==> config.mk <==
export PLATFORM = sky130hd
export DESIGN_NAME = swr_slave
export DESIGN_NICKNAME = d
export VERILOG_FILES = /design/src/rtl/swr_fifo.v /design/src/rtl/swr_slave.v
export VERILOG_INCLUDE_DIRS = /design/src /design/src/rtl
export SDC_FILE = /design/constraint.sdc
export NUM_CORES = 1
export LEC_CHECK = 0
export BUFFER_PORTS_ARGS = -buffer_cell sky130_fd_sc_hd__buf_2
export CAP_MARGIN = 20
export CELL_PAD_IN_SITES_DETAIL_PLACEMENT = 1
export CELL_PAD_IN_SITES_GLOBAL_PLACEMENT = 2
export CORE_ASPECT_RATIO = 0.8
export CORE_MARGIN = 2
export CORE_UTILIZATION = 35
export CTS_BUF_LIST = sky130_fd_sc_hd__clkbuf_4 sky130_fd_sc_hd__clkbuf_8
export DETAILED_ROUTE_END_ITERATION = 8
export PLACE_DENSITY = 0.7
export REMOVE_ABC_BUFFERS = 1
export SKIP_LAST_GASP = 1
export SLEW_MARGIN = 25
export SYNTH_ARGS = -nofsm -noshare
export SYNTH_HDL_FRONTEND = slang
export SYNTH_SLANG_ARGS = --single-unit
==> constraint.sdc <==
create_clock -name clk_i -period 5.5 [get_ports clk_i]
set_clock_uncertainty 0.05 [all_clocks]
set_input_delay 0.55 -clock clk_i [delete_from_list [all_inputs] [get_ports clk_i]]
set_output_delay 0.55 -clock clk_i [all_outputs]
set_load 0.02 [all_outputs]
==> src/rtl/swr_consts.vh <==
// Constants for the single-wire ROM search slave
`ifndef SWR_CONSTS_VH
`define SWR_CONSTS_VH
`define SWR_CLK_MHZ        40
`define SWR_T_RESET_US     560
`define SWR_T_PD_WAIT_US   15
`define SWR_T_PD_LOW_US    70
`define SWR_T_LOW_US       1
`define SWR_T_HOLD_US      14
`define SWR_T_PHASE_US     70
`define SWR_CMD_SEARCH     8'hf0
`define SWR_CMD_READ       8'h33
`define SWR_ROM_BITS       64
`define SWR_CMD_BITS       8
`define SWR_FIFO_DEPTH     32
`define SWR_CNT_W          16
`endif

==> src/rtl/swr_fifo.v <==
// Parameterised valid/ready FIFO
`timescale 1ns/1ps
`default_nettype none
module swr_fifo #(
  parameter WIDTH = 8,
  parameter DEPTH = 32,
  parameter AW    = 5
) (
  input  wire             clk_i,
  input  wire             sys_rst_i,
  input  wire [WIDTH-1:0] in_data_i,
  input  wire             in_valid_i,
  output wire             in_ready_o,
  output wire [WIDTH-1:0] out_data_o,
  output wire             out_valid_o,
  input  wire             out_ready_i
);
  reg [WIDTH-1:0] mem_q [0:DEPTH-1];
  reg [AW-1:0]    wr_q;
  reg [AW-1:0]    rd_q;
  reg [AW:0]      cnt_q;
  wire            push = in_valid_i && in_ready_o;
  wire            pop  = out_valid_o && out_ready_i;

  assign in_ready_o  = (cnt_q != DEPTH[AW:0]);
  assign out_valid_o = (cnt_q != {(AW+1){1'b0}});
  assign out_data_o  = mem_q[rd_q];

  // Pointers wrap modulo depth, depth must be a power of two
  always @(posedge clk_i) begin
    if (push) begin
      mem_q[wr_q] <= in_data_i;
    end
    if (sys_rst_i) begin
      wr_q  <= {AW{1'b0}};
      rd_q  <= {AW{1'b0}};
      cnt_q <= {(AW+1){1'b0}};
    end else begin
      if (push) begin
        wr_q <= wr_q + 1'b1;
      end
      if (pop) begin
        rd_q <= rd_q + 1'b1;
      end
      cnt_q <= cnt_q + {{AW{1'b0}}, push} - {{AW{1'b0}}, pop};
    end
  end
endmodule // swr_fifo
`default_nettype wire

==> src/rtl/swr_slave.v <==
// Single-wire slave: reset/presence, command, ROM read and search
`timescale 1ns/1ps
`default_nettype none
`include "swr_consts.vh"
module swr_slave #(
  parameter [63:0] ROM_CODE  = 64'h00_000000000000_01, // Arbitrary value
  parameter        RESET_CYC = `SWR_T_RESET_US * `SWR_CLK_MHZ
) (
  input  wire       clk_i,
  input  wire       sys_rst_i,
  input  wire       line_i,
  output reg        line_o,
  output reg        line_oe_o,
  output reg  [7:0] cmd_data_o,
  output reg        cmd_valid_o,
  input  wire       cmd_ready_i,
  output reg        presence_o,
  output reg        selected_o
);
  localparam CW         = `SWR_CNT_W;
  // Cycle counts are worked out at full width, then cut to the counter width
  localparam integer  N_PHASE = (`SWR_T_LOW_US + `SWR_T_PHASE_US) * `SWR_CLK_MHZ;
  localparam integer  N_HOLD  = (`SWR_T_LOW_US + `SWR_T_HOLD_US) * `SWR_CLK_MHZ;
  localparam integer  N_PDW   = `SWR_T_PD_WAIT_US * `SWR_CLK_MHZ;
  localparam integer  N_PDL   = `SWR_T_PD_LOW_US * `SWR_CLK_MHZ;
  localparam integer  N_RST   = RESET_CYC;
  localparam [CW-1:0] C_PHASE = N_PHASE[CW-1:0];
  localparam [CW-1:0] C_HOLD  = N_HOLD[CW-1:0];
  localparam [CW-1:0] C_PDW   = N_PDW[CW-1:0];
  localparam [CW-1:0] C_PDL   = N_PDL[CW-1:0];
  localparam [CW-1:0] C_RST   = N_RST[CW-1:0];
  // First slot count at which a rise no longer falls inside the write phase
  localparam [CW-1:0] C_ONE_END = C_PHASE - 1'b1;

  localparam [2:0] ST_IDLE = 3'd0;
  localparam [2:0] ST_PDW  = 3'd1;
  localparam [2:0] ST_PDL  = 3'd2;
  localparam [2:0] ST_CMD  = 3'd3;
  localparam [2:0] ST_READ = 3'd4;
  localparam [2:0] ST_SRCH = 3'd5;
  localparam [2:0] ST_DATA = 3'd6;

  localparam [1:0] PH_TRUE = 2'd0;
  localparam [1:0] PH_INV  = 2'd1;
  localparam [1:0] PH_SEL  = 2'd2;

  // Three-stage synchroniser; a change counts when stages two and three agree
  reg          s1_q;
  reg          s2_q;
  reg          s3_q;
  reg          ln_q;
  always @(posedge clk_i) begin
    if (sys_rst_i) begin
      s1_q <= 1'b1;
      s2_q <= 1'b1;
      s3_q <= 1'b1;
      ln_q <= 1'b1;
    end else begin
      s1_q <= line_i;
      s2_q <= s1_q;
      s3_q <= s2_q;
      if (s2_q == s3_q) begin
        ln_q <= s3_q;
      end
    end
  end
  wire         ln_d  = (s2_q == s3_q) ? s3_q : ln_q;
  wire         fall  = ln_q && !ln_d;
  wire         rise  = !ln_q && ln_d;

  reg [2:0]    st_q;
  reg [CW-1:0] low_q;     // Low-time counter for bus reset detection
  reg [CW-1:0] t_q;       // Time since slot start
  reg          slot_q;    // Slot in progress
  reg          one_q;     // Rising edge seen in write phase
  reg [5:0]    bit_q;
  reg [7:0]    sh_q;
  reg [1:0]    ph_q;
  reg          drv_q;     // Pull low in the present read slot
  wire         rom_bit = ROM_CODE[bit_q];
  wire         bus_rst = !ln_q && (low_q >= C_RST);
  wire         wbit    = one_q; // A rise at the slot-end edge lies past the phase

  // FIFO carries received data bytes to the user side; full stalls reception
  wire         f_ready;
  wire [7:0]   f_data;
  wire         f_valid;
  wire         f_take  = f_valid && (!cmd_valid_o || cmd_ready_i);
  reg  [7:0]   push_data_q;
  reg          push_q;

  swr_fifo #(
    .WIDTH (8),
    .DEPTH (`SWR_FIFO_DEPTH),
    .AW    (5)
  ) u_fifo (
    .clk_i       (clk_i),
    .sys_rst_i   (sys_rst_i),
    .in_data_i   (push_data_q),
    .in_valid_i  (push_q),
    .in_ready_o  (f_ready),
    .out_data_o  (f_data),
    .out_valid_o (f_valid),
    .out_ready_i (f_take)
  );

  // Output stage holds one byte; the FIFO pops only when that stage is free or drained,
  // so no byte is lost while the user stalls
  always @(posedge clk_i) begin
    if (sys_rst_i) begin
      cmd_data_o  <= 8'h00;
      cmd_valid_o <= 1'b0;
    end else if (f_take) begin
      cmd_data_o  <= f_data;
      cmd_valid_o <= 1'b1;
    end else if (cmd_ready_i) begin
      cmd_valid_o <= 1'b0;
    end
  end

  // Main protocol sequencer
  always @(posedge clk_i) begin
    if (sys_rst_i) begin
      st_q        <= ST_IDLE;
      low_q       <= {CW{1'b0}};
      t_q         <= {CW{1'b0}};
      slot_q      <= 1'b0;
      one_q       <= 1'b0;
      bit_q       <= 6'd0;
      sh_q        <= 8'h00;
      ph_q        <= PH_TRUE;
      drv_q       <= 1'b0;
      line_o      <= 1'b0;
      line_oe_o   <= 1'b0;
      presence_o  <= 1'b0;
      selected_o  <= 1'b0;
      push_q      <= 1'b0;
      push_data_q <= 8'h00;
    end else begin
      push_q <= 1'b0;
      line_o <= 1'b0;
      // Saturating low-time counter
      if (ln_q) begin
        low_q <= {CW{1'b0}};
      end else if (low_q != C_RST) begin
        low_q <= low_q + 1'b1;
      end
      if (slot_q && t_q != {CW{1'b1}}) begin
        t_q <= t_q + 1'b1;
      end
      // Fall and rise pass the same synchroniser, so t_q measures the true low time;
      // the release that ends a written zero lands just outside this window
      if (slot_q && rise && t_q < C_ONE_END) begin
        one_q <= 1'b1;
      end
      if (bus_rst) begin
        // Long low aborts anything, then waits for release
        st_q       <= ST_PDW;
        t_q        <= {CW{1'b0}};
        slot_q     <= 1'b0;
        line_oe_o  <= 1'b0;
        drv_q      <= 1'b0;
        selected_o <= 1'b0;
      end else begin
        case (st_q)
          ST_IDLE: begin
            line_oe_o <= 1'b0;
          end
          ST_PDW: begin
            // Count the wait only after the line has returned high
            if (!ln_q) begin
              t_q <= {CW{1'b0}};
            end else if (t_q >= C_PDW) begin
              st_q      <= ST_PDL;
              t_q       <= {CW{1'b0}};
              line_oe_o <= 1'b1;
            end else begin
              t_q <= t_q + 1'b1;
            end
          end
          ST_PDL: begin
            t_q <= t_q + 1'b1;
            if (t_q >= C_PDL - 1'b1) begin
              line_oe_o  <= 1'b0;
              presence_o <= 1'b1;
              st_q       <= ST_CMD;
              bit_q      <= 6'd0;
              slot_q     <= 1'b0;
            end
          end
          default: begin
            // Slot start on a falling edge; reception pauses while FIFO is full
            if (fall && !slot_q && (st_q != ST_DATA || f_ready)) begin
              slot_q <= 1'b1;
              t_q    <= {CW{1'b0}};
              one_q  <= 1'b0;
              if (st_q == ST_READ || (st_q == ST_SRCH && ph_q != PH_SEL)) begin
                drv_q     <= (st_q == ST_SRCH && ph_q == PH_INV) ? rom_bit : !rom_bit;
                line_oe_o <= (st_q == ST_SRCH && ph_q == PH_INV) ? rom_bit : !rom_bit;
              end
            end else if (slot_q && drv_q && t_q >= C_HOLD) begin
              line_oe_o <= 1'b0;
              drv_q     <= 1'b0;
            end else if (slot_q && !drv_q && t_q >= C_PHASE) begin
              slot_q    <= 1'b0;
              line_oe_o <= 1'b0;
              case (st_q)
                ST_CMD: begin
                  sh_q  <= {wbit, sh_q[7:1]};
                  bit_q <= bit_q + 1'b1;
                  if (bit_q == `SWR_CMD_BITS - 1) begin
                    bit_q <= 6'd0;
                    ph_q  <= PH_TRUE;
                    if ({wbit, sh_q[7:1]} == `SWR_CMD_SEARCH) begin
                      st_q <= ST_SRCH;
                    end else if ({wbit, sh_q[7:1]} == `SWR_CMD_READ) begin
                      st_q <= ST_READ;
                    end else begin
                      st_q <= ST_DATA;
                    end
                  end
                end
                ST_READ: begin
                  bit_q <= bit_q + 1'b1;
                  if (bit_q == `SWR_ROM_BITS - 1) begin
                    st_q  <= ST_DATA;
                    bit_q <= 6'd0;
                  end
                end
                ST_SRCH: begin
                  if (ph_q == PH_SEL) begin
                    ph_q  <= PH_TRUE;
                    bit_q <= bit_q + 1'b1;
                    if (wbit != rom_bit) begin
                      st_q <= ST_IDLE;
                    end else if (bit_q == `SWR_ROM_BITS - 1) begin
                      selected_o <= 1'b1;
                      st_q       <= ST_DATA;
                      bit_q      <= 6'd0;
                    end
                  end else begin
                    ph_q <= ph_q + 1'b1;
                  end
                end
                default: begin
                  // Data bytes after the command go to the FIFO
                  sh_q  <= {wbit, sh_q[7:1]};
                  bit_q <= bit_q + 1'b1;
                  if (bit_q == `SWR_CMD_BITS - 1) begin
                    bit_q       <= 6'd0;
                    push_q      <= 1'b1;
                    push_data_q <= {wbit, sh_q[7:1]};
                  end
                end
              endcase
            end
          end
        endcase
      end
    end
  end
endmodule // swr_slave
`default_nettype wire

==> flow_summary_export.csv <==
group,metric,value,unit
outcome,status,"completed",
floorplan,pin_count,17,
power_and_ir_drop,power.leakage,5.40,nW
final_layout,multi_input_area,4920,µm²
timing,setup_viol,0,
final_layout,final_area,16700,µm²
worst_setup_path,rr_worst_depth,6,
global_routing,grt_pass1_wl,53.8,mm
drt,final_antenna_net_count,0,
floorplan,fp.dieH,188,µm
synth,ys_dominant_reg_cell,"edfxtp_1",
drt,drtIter0Drc,535,
drt,firstDrtPassIters,5,
timing,max-slew-margin-rel,0.338,
worst_setup_path,cpMaxStageDelayCell,"nor2_1",
clock_network,hold_buffers,0,
timing,worst_slack,2.41,ns
worst_setup_path,cp-end-kind,"flip-flop",
final_layout,nNetsFinal,1063,
synth,async_flop_share,0,
final_layout,register_area,9590,µm²
worst_setup_path,path_cells,"inv_1 -> ha_1 -> nor4bb_1 -> nor2b_1 -> nand2_1 -> nor2_1",
clock_network,clockBufferDepth,3,
final_layout,antenna_cells,0,
global_routing,grt_usage,0.161,
synth,synth.distinct_cells,73,
drt,route.detailed.wl_per_inst,21.0,µm
floorplan,die-area,44000,µm²
floorplan,rows,67,
timing,fin_tns_setup,0,ns
worst_setup_path,critPathMaxFanout,10,
drt,drcViolationCount,0,
timing,fmax,0.324,GHz
placement,place_ws,2.41,ns
min_path,hold_class,"in -> reg",
timing,hold_viol,0,
synth,synth_area_leader_cell,"edfxtp_1",
clock_network,cts_setup_buffers,0,
final_layout,final_util,0.399,
clock_network,htreeDepth,2,
drt,wl,34.3,mm
worst_setup_path,critPathLaunchType,"flip-flop",
synth,synth_edf_count,256,
worst_setup_path,crit_buf_inv,1,
final_layout,nFillCells,4266,
global_routing,grt_pass1_vias,8881,
clock_network,cts_resized,0,
final_layout,layout_common_cells,"256 x edfxtp_1, 130 x nor2_1, 93 x dfxtp_1",
power_and_ir_drop,total_power,7.01,mW
timing,rsz0062_at_grt,"no",
final_layout,drive_gt1_frac,0.207,
placement,place_congestion,0.747,
drt,vias_per_cell,5.18,
final_layout,layout_commonest_cell,"edfxtp_1",
timing,tightest_slew,0.993,ns
floorplan,initial_core_util,0.354,
power_and_ir_drop,irDropWorstVdd,146,µV
synth,netlist.area_leader.share,0.519,
final_layout,fin_cells,1634,
floorplan,core_area,41800,µm²
synth,ys.warnings.count,0,
timing,drv_slew,0,
timing,period_minus_slack,3.09,ns
synth,synth_cells,1000,
clock_network,path_clk_slew,0.06,ns
run,drv_cap,0,
power_and_ir_drop,cellPowerDensity,420,nW/µm²
global_routing,grt_max_degree,49,
clock_network,clock-root-buffer,"clkbuf_8",
global_routing,antenna_found_initial,0,
worst_setup_path,crit_arrival,3.27,ns
placement,io_buffers,15,
worst_setup_path,cp.required,5.68,ns
placement,dp_cells,1533,
worst_setup_path,rrSetupSlack,2.41,ns
worst_setup_path,max_stage_delay,0.83,ns
min_path,hold_depth,2,
clock_network,numCtsBuffers,55,
synth,synth-seq-area-share,0.648,
timing,timing.hold.ws,0.0722,ns
synth,syn-cell-area,14800,µm²
global_routing,grt-ovfl-total,0,
worst_setup_path,worst-setup-path-type,"reg -> reg",
worst_setup_path,critPathTopFamily,"simple AND/OR/NAND/NOR gates",
clock_network,cts_tree,"yes",
clock_network,clock_latency,0.62,ns
final_layout,layout-area-overhead-vs-synth,12.7,%
drt,vias,8466,
worst_setup_path,path_depth,6,
synth,ys_top_cells_by_area,"edfxtp_1 52%, dfxtp_1 13%, mux4_2 12%",
timing,fin_crit_sh,0.561,
synth,synth_area_per_cell,14.8,µm²
clock_network,cts.sinks,351,
placement,placed_area,15500,µm²
synth,synth-seq-cells,351,
floorplan,die_w,234,µm
placement,place_hpwl,22.4,mm
[synthesized netlist by cell type (6+ instances only)]
library cell    n
o21ai_0        16
a21oi_1        43
a31oi_1         6
nor2_1        130
nor4_1          6
mux2i_1        26
nand4_1         9
edfxtp_1      256
clkbuf_1       26
nor3_1         11
and3_1          9
xnor2_1        10
nand3_1        23
xor2_1         13
dfxtp_1        95
a211oi_1       13
ha_1           19
nand2b_1       11
inv_1          25
buf_1           8
buf_2          11
nor2b_1         9
nand2_1        37
a311oi_1       11
or2_2           7
mux4_2         80
or3_1           7
[worst register-to-register path: cells and delay by family (launching register included)]
kind	cells	cell delay (ns)
fa+ha+maj	1	0.23
simple gates	4	2.02
flops	1	0.34
buf+inv	1	0.07
[layout make-up]
cell class,count,area share
Sequential cell,351,0.575
Multi-Input combinational cell,575,0.295
Clock buffer,66,0.0507
Tap cell,552,0.0414
Clock inverter,34,0.0207
Timing Repair Buffer,30,0.0120
Inverter,26,0.00585
[sequential cells by signal, summed over array words and instances, names as in the netlist, 2 cells and up]
signal,cells
u_fifo.wr_q,5
cmd_data_o,8
bit_q,6
u_fifo.cnt_q,6
u_fifo.rd_q,5
low_q,16
sh_q,7
st_q,3
push_data_q,8
t_q,16
ph_q,2
u_fifo.mem_q,256
[report_power, final]
part / switching, mW / leakage [nW] / internal (mW)
sequential: 0.195 / 3.14 / 2.88
clock: 1.04 / 0.617 / 1.35
combinational: 0.802 / 1.64 / 0.746
[per-layer routing]
| layer | GRT usage | up-vias | share of wire |
|---|---|---|---|
| li1 | - | 3934 | - |
| met2 | 0.232 | 192 | 0.43 |
| met1 | 0.243 | 4291 | 0.50 |
| met4 | 0.0419 | 0 | 0.018 |
| met5 | 0 | - | 0 |
| met3 | 0.0365 | 49 | 0.053 |
[logic make-up (layout without fill, tap and decap cells)]
kind of cell	after synthesis	in the layout	share of synthesized area
AO/OA/AOI/OAI	132	132	0.0605
buffers and inverters	74	156	0.0204
XOR/XNOR	23	23	0.0136
AND/OR/NAND/NOR	290	290	0.0988
other	1	1	0.000253
multiplexers	108	108	0.141
adder cells (fa/ha/maj)	21	21	0.0181
flip-flops	351	351	0.648
[final timing paths]
kind                               from                           end
max          u_fifo.cnt_q[2]$_SDFF_PP0_  u_fifo.mem_q[7][4]$_DFFE_PP_
min                              line_i               s1_q$_SDFF_PP1_
max reg2reg  u_fifo.cnt_q[2]$_SDFF_PP0_  u_fifo.mem_q[7][4]$_DFFE_PP_
min reg2reg             s1_q$_SDFF_PP1_               s2_q$_SDFF_PP1_
Note: power is estimated with default switching activity, not from simulation.
